`src/logic/usb_select_consts.vh`:
```
// Notes on behaviour
// - Every reset clears the whole select register to zero.
// - All select bits read and write, except bit 6 which is read only.
// - Writes to the select register are ignored while the controller is busy.
// - Low five bits are the target index: 0 idle, 1..5 the USB registers.
`ifndef USB_SELECT_CONSTS_VH
`define USB_SELECT_CONSTS_VH
`define SEL_REG_OFFSET      8'h04
`define SEL_RESET           8'h00
`define SEL_RO_BIT          6
`define SEL_WRITE_MASK      8'hBF
`define SEL_INDEX_WIDTH     5
`define IDX_IDLE            5'h00
`define IDX_FUNC_ADDR       5'h01
`define IDX_CONTROL         5'h02
`define IDX_CONFIG          5'h03
`define IDX_INT_ENABLE      5'h04
`define IDX_INT_STATUS      5'h05
`define STATUS_REG_OFFSET   8'h08
`define AXI_OKAY            2'h0
`define AXI_SLVERR          2'h2
`endif

```
`src/logic/usb_select_decoder.v`:
```
`include "usb_select_consts.vh"
// Turns the select index into one-hot target strobes
module usb_select_decoder
(
   input  wire [4:0] index,
   output reg  [4:0] target_onehot,
   output reg        target_valid
);
   // Idle and unused indexes select nothing
   always @*
   begin
      target_onehot = 5'h00;
      target_valid  = 1'b1;
      case (index)
         `IDX_FUNC_ADDR:  target_onehot = 5'h01;
         `IDX_CONTROL:    target_onehot = 5'h02;
         `IDX_CONFIG:     target_onehot = 5'h04;
         `IDX_INT_ENABLE: target_onehot = 5'h08;
         `IDX_INT_STATUS: target_onehot = 5'h10;
         default:         target_valid  = 1'b0;
      endcase
   end
endmodule

```
`src/logic/usb_indirect_register_selector.v`:
```
// Decided for this implementation: the AXI4-Lite register port.
`include "usb_select_consts.vh"
module usb_indirect_register_selector
(
   input  wire        sys_clk,
   input  wire        reset,
   input  wire [7:0]  s_axi_awaddr,
   input  wire        s_axi_awvalid,
   output wire        s_axi_awready,
   input  wire [31:0] s_axi_wdata,
   input  wire [3:0]  s_axi_wstrb,
   input  wire        s_axi_wvalid,
   output wire        s_axi_wready,
   output reg  [1:0]  s_axi_bresp,
   output reg         s_axi_bvalid,
   input  wire        s_axi_bready,
   input  wire [7:0]  s_axi_araddr,
   input  wire        s_axi_arvalid,
   output wire        s_axi_arready,
   output reg  [31:0] s_axi_rdata,
   output reg  [1:0]  s_axi_rresp,
   output reg         s_axi_rvalid,
   input  wire        s_axi_rready,
   input  wire        usb_controller_busy,
   input  wire        select_bit6_in,
   output reg  [4:0]  usb_select_index,
   output reg  [4:0]  usb_target_onehot,
   output reg         usb_target_valid
);
   reg  [7:0]  usb_register_select_reg;
   reg  [7:0]  usb_register_select_next;
   reg  [7:0]  awaddr_reg;
   reg  [31:0] wdata_reg;
   reg  [3:0]  wstrb_reg;
   reg         aw_full_reg;
   reg         w_full_reg;
   reg  [2:0]  busy_sync_reg;
   reg  [2:0]  bit6_sync_reg;
   reg         busy_reg;
   reg         bit6_reg;
   reg  [31:0] read_word;
   reg  [1:0]  read_resp;
   wire [4:0]  dec_onehot;
   wire        dec_valid;
   wire        do_write;
   wire        sel_hit;
   wire        status_hit;
   wire        select_write;

   // Registers sit on word boundaries; the two low address bits are dropped
   function [7:0] word_address;
      input [7:0] byte_address;
      begin
         word_address = {byte_address[7:2], 2'b00};
      end
   endfunction

   // Write channels accepted independently, one write at a time
   assign s_axi_awready = !aw_full_reg && !s_axi_bvalid;
   assign s_axi_wready  = !w_full_reg && !s_axi_bvalid;
   assign do_write      = aw_full_reg && w_full_reg;
   assign sel_hit       = (awaddr_reg == `SEL_REG_OFFSET);
   assign status_hit    = (awaddr_reg == `STATUS_REG_OFFSET);

   // A select write lands only with its low byte lane on and the controller idle
   assign select_write  = do_write && sel_hit && wstrb_reg[0] && !busy_reg;

   // Read side takes a new address only once the last answer is gone
   assign s_axi_arready = !s_axi_rvalid;

   // Decoder shared by the controller outputs
   usb_select_decoder u_dec
   (
      .index         (usb_register_select_reg[4:0]),
      .target_onehot (dec_onehot),
      .target_valid  (dec_valid)
   );

   // Busy pin through three flops; change accepted when last two agree
   always @(posedge sys_clk or posedge reset)
   begin
      if (reset)
      begin
         busy_sync_reg <= 3'h0;
         busy_reg      <= 1'b0;
      end
      else
      begin
         busy_sync_reg <= {busy_sync_reg[1:0], usb_controller_busy};
         if (busy_sync_reg[1] == busy_sync_reg[2])
            busy_reg <= busy_sync_reg[2];
      end
   end

   // Bit 6 pin filtered the same way; a one-cycle glitch never reaches the register
   always @(posedge sys_clk or posedge reset)
   begin
      if (reset)
      begin
         bit6_sync_reg <= 3'h0;
         bit6_reg      <= 1'b0;
      end
      else
      begin
         bit6_sync_reg <= {bit6_sync_reg[1:0], select_bit6_in};
         if (bit6_sync_reg[1] == bit6_sync_reg[2])
            bit6_reg <= bit6_sync_reg[2];
      end
   end

   // Write channels: address and data held until both are in
   always @(posedge sys_clk or posedge reset)
   begin
      if (reset)
      begin
         awaddr_reg   <= 8'h00;
         wdata_reg    <= 32'h0000_0000;
         wstrb_reg    <= 4'h0;
         aw_full_reg  <= 1'b0;
         w_full_reg   <= 1'b0;
      end
      else
      begin
         if (s_axi_awvalid && s_axi_awready)
         begin
            awaddr_reg  <= word_address(s_axi_awaddr);
            aw_full_reg <= 1'b1;
         end
         else if (do_write)
            aw_full_reg <= 1'b0;
         if (s_axi_wvalid && s_axi_wready)
         begin
            wdata_reg  <= s_axi_wdata;
            wstrb_reg  <= s_axi_wstrb;
            w_full_reg <= 1'b1;
         end
         else if (do_write)
            w_full_reg <= 1'b0;
      end
   end

   // Write response: busy or masked select writes still answer OKAY
   always @(posedge sys_clk or posedge reset)
   begin
      if (reset)
      begin
         s_axi_bvalid <= 1'b0;
         s_axi_bresp  <= `AXI_OKAY;
      end
      else if (do_write)
      begin
         s_axi_bvalid <= 1'b1;
         if (sel_hit || status_hit)
            s_axi_bresp <= `AXI_OKAY;
         else
            s_axi_bresp <= `AXI_SLVERR;
      end
      else if (s_axi_bvalid && s_axi_bready)
         s_axi_bvalid <= 1'b0;
   end

   // Next select value: software bits from the write, bit 6 from the pin
   always @*
   begin
      usb_register_select_next = usb_register_select_reg;
      usb_register_select_next[`SEL_RO_BIT] = bit6_reg;
      if (select_write)
      begin
         usb_register_select_next[5:0] = wdata_reg[5:0];
         usb_register_select_next[7]   = wdata_reg[7];
      end
   end

   // Select register; every reset clears all eight bits
   always @(posedge sys_clk or posedge reset)
   begin
      if (reset)
         usb_register_select_reg <= `SEL_RESET;
      else
         usb_register_select_reg <= usb_register_select_next;
   end

   // Read word chosen by address; unmapped words read zero with SLVERR
   always @*
   begin
      read_word = 32'h0000_0000;
      read_resp = `AXI_OKAY;
      case (word_address(s_axi_araddr))
         `SEL_REG_OFFSET:    read_word = {24'h000000, usb_register_select_reg};
         `STATUS_REG_OFFSET: read_word = {25'h0, usb_target_valid, busy_reg, usb_select_index};
         default:            read_resp = `AXI_SLVERR;
      endcase
   end

   // Read answer held until the master takes it
   always @(posedge sys_clk or posedge reset)
   begin
      if (reset)
      begin
         s_axi_rvalid <= 1'b0;
         s_axi_rdata  <= 32'h0000_0000;
         s_axi_rresp  <= `AXI_OKAY;
      end
      else if (s_axi_arvalid && s_axi_arready)
      begin
         s_axi_rvalid <= 1'b1;
         s_axi_rdata  <= read_word;
         s_axi_rresp  <= read_resp;
      end
      else if (s_axi_rvalid && s_axi_rready)
         s_axi_rvalid <= 1'b0;
   end

   // Decoded target handed to the controller; idle index strobes nothing
   always @(posedge sys_clk or posedge reset)
   begin
      if (reset)
      begin
         usb_select_index  <= `IDX_IDLE;
         usb_target_onehot <= 5'h00;
         usb_target_valid  <= 1'b0;
      end
      else
      begin
         usb_select_index  <= usb_register_select_reg[4:0];
         usb_target_onehot <= dec_onehot;
         usb_target_valid  <= dec_valid;
      end
   end
endmodule

```
`config.mk`:
```
export PLATFORM = sky130hd
export DESIGN_NAME = usb_indirect_register_selector
export DESIGN_NICKNAME = d
export VERILOG_FILES = /design/src/logic/usb_select_decoder.v /design/src/logic/usb_indirect_register_selector.v
export VERILOG_INCLUDE_DIRS = /design/src /design/src/logic
export SDC_FILE = /design/constraint.sdc
export NUM_CORES = 1
export LEC_CHECK = 0
export CAP_MARGIN = 20
export CORE_ASPECT_RATIO = 1.2
export CORE_UTILIZATION = 45
export DETAILED_ROUTE_END_ITERATION = 8
export DONT_BUFFER_PORTS = 1
export HOLD_SLACK_MARGIN = 0.03
export PLACE_DENSITY = 0.64
export SLEW_MARGIN = 5
export SYNTH_ARGS = -nofsm -noshare
export SYNTH_HDL_FRONTEND = slang
export SYNTH_HIERARCHICAL = 1
export SYNTH_SLANG_ARGS = --single-unit
```
`constraint.sdc`:
```
create_clock -name sys_clk -period 1.65 [get_ports sys_clk]
set_clock_uncertainty 0.2 [all_clocks]
set_input_delay 0.2475 -clock sys_clk [delete_from_list [all_inputs] [get_ports sys_clk]]
set_output_delay 0.2475 -clock sys_clk [all_outputs]
set_load 0.05 [all_outputs]
```
# [After elaboration in Yosys (flattened, before gate mapping)]
# Index checks and enable logic that the tools add are counted.
# Widths: inputs -> output; s select.
[word_totals] register_bits=82
[classes] reduce_logical=23 muxes=12 eq_ne=11
[ops] op="$pmux 5 s5" count=1
[ops] op="$pmux 8 s2" count=1
[ops] op="$eq 6x1->1 const B" count=2
[ops] op="$eq 6x2->1 const B" count=2
[ops] op="$logic_and 1x1->1" count=11
[ops] op="$eq 5x2->1 const B" count=2
[ops] op="$eq 5x3->1 const B" count=2
[ops] op="$mux 1" count=8
[ops] op="$reduce_bool 2->1" count=4
[ops] op="$eq 5x1->1 const B" count=1
[ops] op="$logic_not 1->1" count=5
[ops] op="$reduce_or 5->1" count=1
[ops] op="$mux 2" count=2
[ops] op="$eq 1x1->1" count=2
[ops] op="$reduce_or 2->1" count=1
[ops] op="$logic_or 1x1->1" count=1

# [Longest topological paths before layout]
# Gate-level depths: netlist of run 1.
[logic_depth] word_depth=4 ltp_mapped=4 ltp_nobuf=3

# [By module]
# The synthesis of run 1 kept the hierarchy.
[by_module_without_submodules] module="usb_indirect_register_selector" cells_each=160 instances=1 area_per_inst_um2=2182.1
[by_module_without_submodules] module="usb_select_decoder" cells_each=9 instances=1 area_per_inst_um2=75.1

# [Worst setup path after synthesis of run 1]
# Ideal clock, no wire load.
[synth_timing] path_type="reg-to-reg" start="register s_axi_bvalid" end="register wdata_reg[0]" arrival_time_ns=2.006 period_less_slack_ns=2.331 path_stages_with_launch=5 path_slack_ns=-0.681 t_required_ns=1.325 cell_sequence="dfrtp_1 -> nor2_1 -> and2_1 -> buf_6 -> mux2_2"
[synth_via] elab_chain_len=3
[synth_rtl] item="from (decl)" line_no="usb_indirect_register_selector.v:15" rtl="output reg s_axi_bvalid,"
[synth_rtl] item="from (signal assigned)" line_no="usb_indirect_register_selector.v:147" rtl="s_axi_bvalid <= 1'b0;"
[synth_rtl] item="from (signal assigned)" line_no="usb_indirect_register_selector.v:152" rtl="s_axi_bvalid <= 1'b1;"
[synth_rtl] item="from (signal assigned)" line_no="usb_indirect_register_selector.v:159" rtl="s_axi_bvalid <= 1'b0;"
[synth_rtl] item="$logic_not 1->1" line_no="usb_indirect_register_selector.v:60" rtl="assign s_axi_wready = !w_full_reg && !s_axi_bvalid;"
[synth_rtl] item="$logic_and 1x1->1" line_no="usb_indirect_register_selector.v:60"
[synth_rtl] item="net s_axi_wready" line_no="usb_indirect_register_selector.v:13" rtl="output wire s_axi_wready,"
[synth_rtl] item="$logic_and 1x1->1" line_no="usb_indirect_register_selector.v:131" rtl="if (s_axi_wvalid && s_axi_wready)"
[synth_rtl] item="to (signal assigned)" line_no="usb_indirect_register_selector.v:133" rtl="wdata_reg <= s_axi_wdata;"
[synth_rtl] item="to (decl)" line_no="usb_indirect_register_selector.v:33" rtl="reg [31:0] wdata_reg;"
# The timed path passes the listed nets, and every way through them passes these cells.
# A chain may end at the register's enable or synchronous reset.

# [Final worst setup path of run 1]
[layout_timing] start="register awaddr_reg[6]" end="register usb_register_select_reg[0]"
[layout_via] elab_chain_len=4
[layout_rtl] item="from (decl)" line_no="usb_indirect_register_selector.v:32" rtl="reg [7:0] awaddr_reg;"
[layout_rtl] item="from (signal assigned)" line_no="usb_indirect_register_selector.v:126" rtl="awaddr_reg <= word_address(s_axi_awaddr);"
[layout_rtl] item="$eq 6x1->1 (no line)"
[layout_rtl] item="$logic_and 1x1->1 (3 in a row)" line_no="usb_indirect_register_selector.v:66" rtl="assign select_write = do_write && sel_hit && wstrb_reg[0] && !busy_reg;"
[layout_rtl] item="to (signal assigned)" line_no="usb_indirect_register_selector.v:178" rtl="usb_register_select_reg <= `SEL_RESET;"
[layout_rtl] item="to (signal assigned)" line_no="usb_indirect_register_selector.v:180" rtl="usb_register_select_reg <= usb_register_select_next;"
[layout_rtl] item="to (decl)" line_no="usb_indirect_register_selector.v:30" rtl="reg [7:0] usb_register_select_reg;"
# No other way between the ends.

==> impl_metrics.csv, run 1 <==
group,metric,value,unit
drt,ant_nets,0,
logic_synthesis,seq_area_frac_synth,60.98,%
cts,cts_max_level,2,
pwr,pwr-share-clk,18.2,%
pwr,switching_share,36.40,%
layout,antenna_cells,0,
grt,grt_usage,15.28,%
logic_synthesis,synth_xor_area_share,0.3880,%
logic_synthesis,async_flop_share,100.0,%
drt,vias,1318,
outcome,status,"finished clean",
layout,multi_input_area,763.2,sq um
grt,grt_max_degree,27,
cts,cts.sinks,55,
layout,stdcell_area,2694,sq um
timing,period_minus_slack,1.638,ns
logic_synthesis,synth-compound-area-share,6.541,%
placed_design,dp_hpwl,2.839,mm
logic_synthesis,avgSynthCellArea,13.36,sq um
layout,fillCellCount,395,
layout,drive_above_1_share,29.72,%
logic_synthesis,synth_top_flop_cell,"dfrtp_1",
logic_synthesis,ys_types,31,
logic_synthesis,synthMuxAreaShare,10.98,%
die,io_pins,113,
worst_setup_path,critical_path_class,"register to register",
pwr,intPower,2.581,mW
timing,finalCritPeriodShare,99.28,%
die,die_area,5304,sq um
drt,drc,0,
cts,clkSlewWorstSetupHoldPaths,0.09,ns
logic_synthesis,synth_simple_gate_area_share,9.091,%
die,die_w,66.65,microns
cts,cts-resized-gates,0,
min_path,hold-path-cell-count,3,
logic_synthesis,synth_cells,169,
drt,first_pass_iters,3,
placed_design,place_area,2384,sq um
worst_setup_path,cp_max_fo,7,
placed_design,place_ws,0.005030,ns
cts,numCtsBuffers,5,
worst_setup_path,ff2ff_path_depth,3,
placed_design,dp.cells,240,
worst_setup_path,timing.critical_path.required,1.63,ns
cts,clock_latency,0.30,ns
pwr,leakagePower,1.259,nW
timing,fmax,0.6105,GHz
timing,layout_setup_ws,0.01191,ns
placed_design,place_congestion,0.7709,
timing,final_hold_viol_count,0,
layout,syn_to_final_growth,19.35,%
die,start_util,48.07,%
cts,root_buffer,"clkbuf_8",
timing,tns,0,ns
logic_synthesis,ys_warn_count,6,
logic_synthesis,synthAdderAreaFrac,0.8869,%
cts,cts_tree,"done",
placed_design,io_buffers,0,
pwr,p_total,4.059,mW
pwr,p_seq_share,49.4,%
logic_synthesis,yosys_register_bits,55,
worst_setup_path,path_cells,"nor4_4 > nand4_4 > mux2_2",
logic_synthesis,synth.cell_area,2257,sq um
drt,routed_via_density,4.881,
job,maxCapViolCount,0,
pwr,ir_drop,0.001043,V
worst_setup_path,cp-start-kind,"register",
pwr,combinationalPowerShare,32.4,%
die,die_height,79.58,microns
worst_setup_path,max_stage_delay,0.42,ns
die,core-area,4696,sq um
cts,cts_buffer_depth,2,
grt,grt_pass1_vias,1318,
grt,grt.overflow.total,0,
layout,finalNonFillerCells,270,
logic_synthesis,synth_top_family_by_area,"buffers and inverters",
pwr,p_sw,1.477,mW
drt,routed_wl,3.748,mm
timing,drv_slew,0,
worst_setup_path,slowest_stage,"dfrtp_1",
grt,antenna_found_initial,0,
layout,nets,272,
worst_setup_path,cp.arrival,1.62,ns
grt,grt_pass1_wl,6.072,mm
timing,rsz0062_at_grt,"yes",
timing,final-setup-viol-count,0,
min_path,hold_path.class,"input pin to register",
worst_setup_path,cp-end-kind,"register",
die,core.rowCount,27,
pwr,p_per_area,1507,nW/um^2
logic_synthesis,synth_edf_count,0,
drt,wl_per_cell,13.88,microns
drt,drt-initial-drc-count,33,
timing,worst_pin_slew,0.5369,ns
layout,seq_area,1379,sq um
timing,slew_headroom,64.13,%
[cells in the final DEF (no fill, tap or decap), types with 2 or more instances in the layout]
cell / n
a21o_1: 2
a22oi_1: 7
and4bb_2: 3
buf_4: 21
clkbuf_8: 6
clkinvlp_4: 2
conb_1: 26
dfrtp_1: 53
dfrtp_2: 2
dlygate4sd3_1: 20
inv_1: 3
maj3_1: 2
mux2_2: 17
mux2_4: 5
nand2_1: 8
nand3_1: 2
nor2_1: 2
nor2_4: 2
nor2b_1: 2
o21ai_0: 10
[power groups by stage]
| stage | Clock, mW | Sequential, mW | Combinational, mW |
|---|---|---|---|
| after floorplan | 0 | 2.15 | 0.885 |
| after detailed placement | 0 | 2.03 | 1.26 |
| after CTS | 0.768 | 2.01 | 1.32 |
| after global placement | 0 | 2.01 | 1.22 |
| final | 0.740 | 2.01 | 1.31 |
| after global routing | 0.828 | 2.05 | 1.40 |
[Yosys cell counts (2+ instances only)]
master / number / area (sq um)
nand3_1: 2 / 10.01
and2_1: 2 / 12.51
inv_1: 5 / 18.77
a21o_1: 2 / 15.01
clkbuf_1: 2 / 7.510
nor2_1: 4 / 15.01
buf_6: 2 / 22.52
nor2b_1: 2 / 12.51
a22oi_1: 7 / 52.55
and4bb_2: 3 / 37.54
dfrtp_1: 55 / 1376
maj3_1: 2 / 20.02
mux2_2: 22 / 247.7
buf_4: 26 / 195.2
o21ai_0: 10 / 50.05
nand2_1: 8 / 30.03
[layout make-up]
| class | count | share of cell area (%) |
|---|---|---|
| Clock buffer | 7 | 3.205 |
| Clock inverter | 1 | 0.3251 |
| Inverter | 5 | 0.9754 |
| Multi-Input combinational cell | 103 | 28.33 |
| Sequential cell | 55 | 51.18 |
| Tap cell | 58 | 2.694 |
| Timing Repair Buffer | 41 | 13.28 |
[path summary, 6_finish.rpt]
kind,end,slack (ns),start
max in group asynchronous,usb_register_select_reg[0],0.46,reset
worst min register to register,bit6_sync_reg[1],0.16,bit6_sync_reg[0]
min in group asynchronous,busy_sync_reg[1],0.26,reset
worst max register to register,usb_register_select_reg[0],0.01,awaddr_reg[6]
worst min-delay path,s_axi_rresp[1],0.03,s_axi_araddr[4]
worst max-delay path,usb_register_select_reg[0],0.01,awaddr_reg[6]
[routing by layer]
layer,global-route usage (%),vias up,routed length (microns)
met1,17.03,643,1472
met5,0,-,0
met2,27.27,57,1971
li1,-,613,-
met4,5.106,0,45
met3,4.429,5,259
[per-stage QoR]
| stage | hold slack, ns | util, % |
|---|---|---|
| after CTS | 0.02527 | 57.21 |
| after global routing | 0.05676 | 57.37 |
| final | 0.02588 | 57.37 |
| after floorplan | 0.07893 | - |
| after detailed placement | -0.01138 | 50.76 |
| after global placement | -0.01474 | 50.76 |
[cell families after synthesis]
| group | count (synthesis) |
|---|---|
| AOI/OAI and AO/OA | 23 |
| xor gates and xnor gates | 1 |
| muxes | 22 |
| buffers and inverters | 36 |
| other | 1 |
| DFF | 55 |
| and+or+nand+nor | 29 |
| adders and majority gates | 2 |
[worst max-delay path: cells and delay by family, from the launching register on]
family | cells | cell delay [ns]
flip-flops | 1 | 0.42
multiplexers | 1 | 0.31
AND/OR/NAND/NOR | 2 | 0.58
[timing repair]
| item | 4_1_cts | 5_1_grt |
|---|---|---|
| endpoints found under the hold margin | 42 | 0 |
| setup buffers | 1 | 1 |
| setup endpoints to repair | 7 | 7 |
| pin swaps | 0 | 1 |
| hold buffers | 20 | 0 |
No activity file was read; power rests on OpenSTA's default activity.
==> run 2: changes to the inputs <==
--- a/config.mk
+++ b/config.mk
@@ -9,10 +9,11 @@
 export CAP_MARGIN = 20
 export CORE_ASPECT_RATIO = 1.2
 export CORE_UTILIZATION = 45
+export CTS_CLUSTER_DIAMETER = 200
 export DETAILED_ROUTE_END_ITERATION = 8
 export DONT_BUFFER_PORTS = 1
 export HOLD_SLACK_MARGIN = 0.03
-export PLACE_DENSITY = 0.64
+export PLACE_DENSITY = 0.74
 export SLEW_MARGIN = 5
 export SYNTH_ARGS = -nofsm -noshare
 export SYNTH_HDL_FRONTEND = slang
==> impl_metrics.csv, run 2 (synthesis gave the netlist of run 1 again) <==
group,metric,value,unit
outcome,status,"finished clean",
layout,layout_commonest_cell,"dfrtp_1",
cts,cts_max_level,2,
placed_design,dp_hpwl,2.826,mm
worst_setup_path,critical_path_class,"register to register",
timing,drv_slew,0,
job,maxCapViolCount,0,
worst_setup_path,r2r_setup_slack,0.02,ns
worst_setup_path,crit_family,"simple AND/OR/NAND/NOR gates",
timing,fmax,0.6153,GHz
worst_setup_path,path_cells,"nor4_4 > nand4_4 > mux2_2",
min_path,hp-start,"s_axi_araddr[4]",
layout,fillCellCount,405,
cts,numCtsBuffers,5,
grt,grt_busiest_layer,"met2",
die,die_area,5304,sq um
pwr,p_sw,1.466,mW
cts,clkSlewWorstSetupHoldPaths,0.08,ns
pwr,leakagePower,1.245,nW
layout,final_cell_mix,"dfrtp_1 (53), conb_1 (26), dlygate4sd3_1 (20), buf_4 (19), mux2_2 (17)",
grt,antenna_found_initial,0,
grt,grt_pass1_wl,6.341,mm
drt,ant_nets,0,
drt,drt-initial-drc-count,57,
pwr,intPower,2.513,mW
timing,final-setup-viol-count,0,
placed_design,dp.cells,240,
die,start_util,48.07,%
layout,seq_area,1379,sq um
drt,first_pass_iters,4,
die,io_pins,113,
worst_setup_path,timing.critical_path.required,1.63,ns
die,die_w,66.65,microns
cts,clock_latency,0.30,ns
drt,routed_via_density,4.851,
worst_setup_path,slowest_stage,"dfrtp_1",
pwr,ir_drop,0.001053,V
grt,grt.met1_usage,18.83,%
cts,root_buffer,"clkbuf_8",
cts,cts.sinks,55,
worst_setup_path,r2r-end,"usb_register_select_reg[2]",
placed_design,place_congestion,0.7743,
pwr,p_per_area,1482,nW/um^2
layout,nets,271,
worst_setup_path,path_depth,3,
placed_design,io_buffers,0,
worst_setup_path,cp-startpoint,"awaddr_reg[6]",
min_path,hold-path-cell-count,4,
worst_setup_path,max_stage_delay,0.43,ns
grt,grt_max_degree,56,
worst_setup_path,cp-end-kind,"register",
timing,final_hold_viol_count,0,
layout,drive_above_1_share,29.52,%
pwr,combinationalPowerShare,32.7,%
worst_setup_path,cp_max_fo,7,
drt,routed_wl,3.860,mm
grt,grt_pass1_vias,1350,
worst_setup_path,r2r_start,"awaddr_reg[6]",
worst_setup_path,cp.arrival,1.61,ns
pwr,switching_share,36.85,%
drt,wl_per_cell,14.40,microns
layout,antenna_cells,0,
min_path,hold_path.class,"input pin to register",
layout,multi_input_area,764.5,sq um
drt,vias,1300,
timing,period_minus_slack,1.625,ns
die,core-area,4696,sq um
timing,timing.hold.ws,0.07170,ns
layout,final_util,57.18,%
worst_setup_path,cp-start-kind,"register",
die,core.rowCount,27,
grt,met2_usage,27.37,%
layout,syn_to_final_growth,18.96,%
die,die_height,79.58,microns
grt,grt_usage,16.21,%
grt,grt.overflow.total,0,
timing,rsz0062_at_grt,"yes",
timing,finalCritPeriodShare,98.50,%
pwr,pwr-share-clk,16.9,%
drt,drc,0,
worst_setup_path,endpoint,"usb_register_select_reg[2]",
cts,cts_buffer_depth,2,
worst_setup_path,path_buf_inv,0,
cts,cts_tree,"done",
layout,finalNonFillerCells,268,
pwr,p_seq_share,50.4,%
grt,gr-usage-met3,5.000,%
worst_setup_path,ff2ff_path_depth,3,
run 2: cell types whose count changed in the layout (fill, tap and decap cells not counted):
cell        before  now
and2_1           1    0
clkinv_4         1    0
clkinvlp_4       2    3
clkbuf_8         6    5
buf_4           21   19
buf_12           0    1
and2_2           0    1
run 2: metrics by stage:
step,worst slack (ns),power [mW],TNS [ns],area (sq um)
floorplan,-0.1778,3.036,-2.273,2397
global placement,0.05725,3.226,0,2396
CTS,0.002293,4.019,0,2678
finish,0.02481,3.979,0,2685
global route,-0.06300,4.195,-0.3722,2685
detailed placement,0.01892,3.295,0,2396
run 2: tightest hold or removal path, stage by stage:
cell     delay (ns)
nor4_1         0.02
buf_4          0.13
nand3_1        0.06
o21ai_0        0.06
run 2: how the worst min path moves through the flow:
stage	end	slack (ns)
floorplan	bit6_sync_reg[0]	0.08
global placement	awaddr_reg[6]	0.006
detailed placement	awaddr_reg[4]	0.01
CTS	s_axi_rdata[7]	0.07
global route	aw_full_reg	0.08
finish	s_axi_rdata[7]	0.07
run 2: layout make-up:
type	instances	share of cell area, %
sequential	55	51.35
multi-input combinational	103	28.47
timing repair buffer	40	13.51
clock buffer	6	2.703
tap	58	2.703
inverter	5	0.9786
clock inverter	1	0.2796
run 2: power groups by stage:
stage / registers (mW) / logic [mW] / clock network [mW]
global route: 2.05 / 1.39 / 0.747
global placement: 2.01 / 1.22 / 0
finish: 2.01 / 1.30 / 0.673
detailed placement: 2.04 / 1.26 / 0
CTS: 2.01 / 1.31 / 0.704
floorplan: 2.15 / 0.885 / 0
run 2: what timing repair did:
item,4_1_cts,5_1_grt
gates cloned,0,0
hold endpoints to repair,74,0
buffers inserted,0,1
endpoints found under the setup margin,1,7
gates resized for setup,1,0
pin swaps,0,2
hold buffers,20,0
run 2: metal layers:
metal	up-vias	routed length [microns]
li1	615	-
met1	627	1476
met2	52	2057
met5	-	0
met4	0	51
met3	6	274
==> run 3: changes to the inputs <==
--- a/config.mk
+++ b/config.mk
@@ -7,13 +7,13 @@
 export NUM_CORES = 1
 export LEC_CHECK = 0
 export CAP_MARGIN = 20
-export CORE_ASPECT_RATIO = 1.2
-export CORE_UTILIZATION = 45
+export CORE_ASPECT_RATIO = 0.7
+export CORE_UTILIZATION = 55
 export CTS_CLUSTER_DIAMETER = 200
 export DETAILED_ROUTE_END_ITERATION = 8
 export DONT_BUFFER_PORTS = 1
 export HOLD_SLACK_MARGIN = 0.03
-export PLACE_DENSITY = 0.74
+export PLACE_DENSITY = 0.85
 export SLEW_MARGIN = 5
 export SYNTH_ARGS = -nofsm -noshare
 export SYNTH_HDL_FRONTEND = slang
==> impl_metrics.csv, run 3 (synthesis gave the netlist of run 1 again) <==
group,metric,value,unit
placed_design,place_congestion,0.7760,
timing,final_hold_viol_count,0,
layout,stdcell_area,2674,sq um
cts,cts_tree,"done",
timing,tns,0,ns
drt,routed_wl,4.009,mm
die,start_util,57.54,%
layout,finalNonFillerCells,260,
timing,final-setup-viol-count,0,
timing,period_minus_slack,1.601,ns
worst_setup_path,cp_max_fo,7,
drt,drc,0,
cts,numCtsBuffers,5,
worst_setup_path,max_stage_delay,0.42,ns
layout,fillCellCount,283,
pwr,p_total,4.099,mW
job,maxCapViolCount,0,
cts,clkSlewWorstSetupHoldPaths,0.09,ns
die,die_area,4368,sq um
worst_setup_path,timing.critical_path.required,1.65,ns
worst_setup_path,critical_path_class,"register to register",
timing,finalCritPeriodShare,97.04,%
drt,drt-initial-drc-count,27,
worst_setup_path,path_cells,"nor4_4 > nand4_4 > mux2_2",
drt,vias,1323,
timing,drv_slew,0,
die,die_height,55.60,microns
cts,clock_latency,0.31,ns
timing,worst_pin_slew,0.5045,ns
placed_design,dp.cells,231,
placed_design,place_area,2366,sq um
min_path,hold_path.class,"input pin to register",
pwr,ir_drop,0.001336,V
placed_design,io_buffers,0,
layout,drive_above_1_share,29.33,%
worst_setup_path,crit_family,"simple AND/OR/NAND/NOR gates",
placed_design,dp_hpwl,2.989,mm
outcome,status,"finished clean",
layout,syn_to_final_growth,18.46,%
grt,grt_usage,19.58,%
pwr,leakagePower,1.244,nW
layout,final_cell_mix,"dfrtp_1 (53), conb_1 (26), dlygate4sd3_1 (20), mux2_2 (17), buf_4 (16)",
grt,antenna_found_initial,0,
grt,grt_max_degree,36,
die,core-area,3923,sq um
timing,slew_headroom,66.37,%
die,die_w,78.57,microns
timing,rsz0062_at_grt,"yes",
pwr,p_per_area,1533,nW/um^2
layout,antenna_cells,0,
drt,wl_per_cell,15.42,microns
worst_setup_path,cp-end-kind,"register",
cts,cts.sinks,55,
worst_setup_path,path_buf_inv,0,
die,io_pins,113,
worst_setup_path,cp-start-kind,"register",
die,core.rowCount,19,
layout,multi_input_area,764.5,sq um
layout,nets,268,
cts,cts_buffer_depth,2,
worst_setup_path,cp.arrival,1.60,ns
drt,ant_nets,0,
layout,layout_commonest_cell,"dfrtp_1",
grt,grt_pass1_vias,1328,
grt,grt_pass1_wl,6.251,mm
cts,root_buffer,"clkbuf_8",
drt,first_pass_iters,4,
timing,fmax,0.6246,GHz
grt,grt.overflow.total,0,
drt,routed_via_density,5.088,
worst_setup_path,slowest_stage,"dfrtp_1",
layout,seq_area,1379,sq um
cts,cts_max_level,2,
## run 3: cell types whose count changed in the layout (fill, tap and decap cells not counted)
cell	change
clkinv_4	+1
buf_4	-3
clkbuf_1	-1
clkbuf_8	+1
## run 3: path summary, 6_finish.rpt
path	endpoint	start	cells after the start	slack, ns
worst max-delay path	usb_register_select_reg[4]	awaddr_reg[6]	3	0.05
worst min-delay path	aw_full_reg	s_axi_awvalid	2	0.06
worst max register to register	usb_register_select_reg[4]	awaddr_reg[6]	3	0.05
worst min register to register	busy_sync_reg[1]	busy_sync_reg[0]	0	0.16
max in group asynchronous	s_axi_bvalid	reset	3	0.49
min in group asynchronous	usb_select_index[2]	reset	2	0.24
## run 3: timing repair
action | CTS | global route
buffers inserted | 0 | 1
setup endpoints to repair | 7 | 7
pin swaps | 0 | 2
gates resized for setup | 1 | 0
hold endpoints to repair | 75 | 0
hold buffers | 20 | 0
## run 3: area by class of cell
| class | count | share of cell area (%) |
|---|---|---|
| clock inverter | 2 | 0.6083 |
| clock buffer | 6 | 3.088 |
| tap | 52 | 2.433 |
| multi-input combinational | 103 | 28.59 |
| timing repair buffer | 37 | 12.73 |
| inverter | 5 | 0.9827 |
| sequential | 55 | 51.57 |
## run 3: stage by stage
| stage | setup slack, ns | util [%] | hold slack [ns] |
|---|---|---|---|
| after floorplan | -0.1778 | - | 0.07893 |
| after global placement | 0.07118 | 60.32 | -0.04903 |
| after detailed placement | -0.007511 | 60.32 | -0.03152 |
| after CTS | 0.001120 | 67.97 | 0.04515 |
| after global routing | -0.01040 | 68.17 | 0.04152 |
| final | 0.04892 | 68.17 | 0.06324 |
## run 3: per-layer routing
| layer | share of wire, % | wire, microns | GRT usage, % | vias to the layer above |
|---|---|---|---|---|
| met2 | 49 | 1961 | 32.55 | 61 |
| met1 | 42 | 1684 | 24.43 | 640 |
| met5 | 0 | 0 | 0 | - |
| li1 | - | - | - | 615 |
| met3 | 7.5 | 300 | 6.721 | 7 |
| met4 | 1.5 | 62 | 5.556 | 0 |
## run 3: power by group
group / internal [mW] / switching (mW)
combinational: 0.556 / 0.745
sequential: 1.66 / 0.366
clock: 0.343 / 0.429
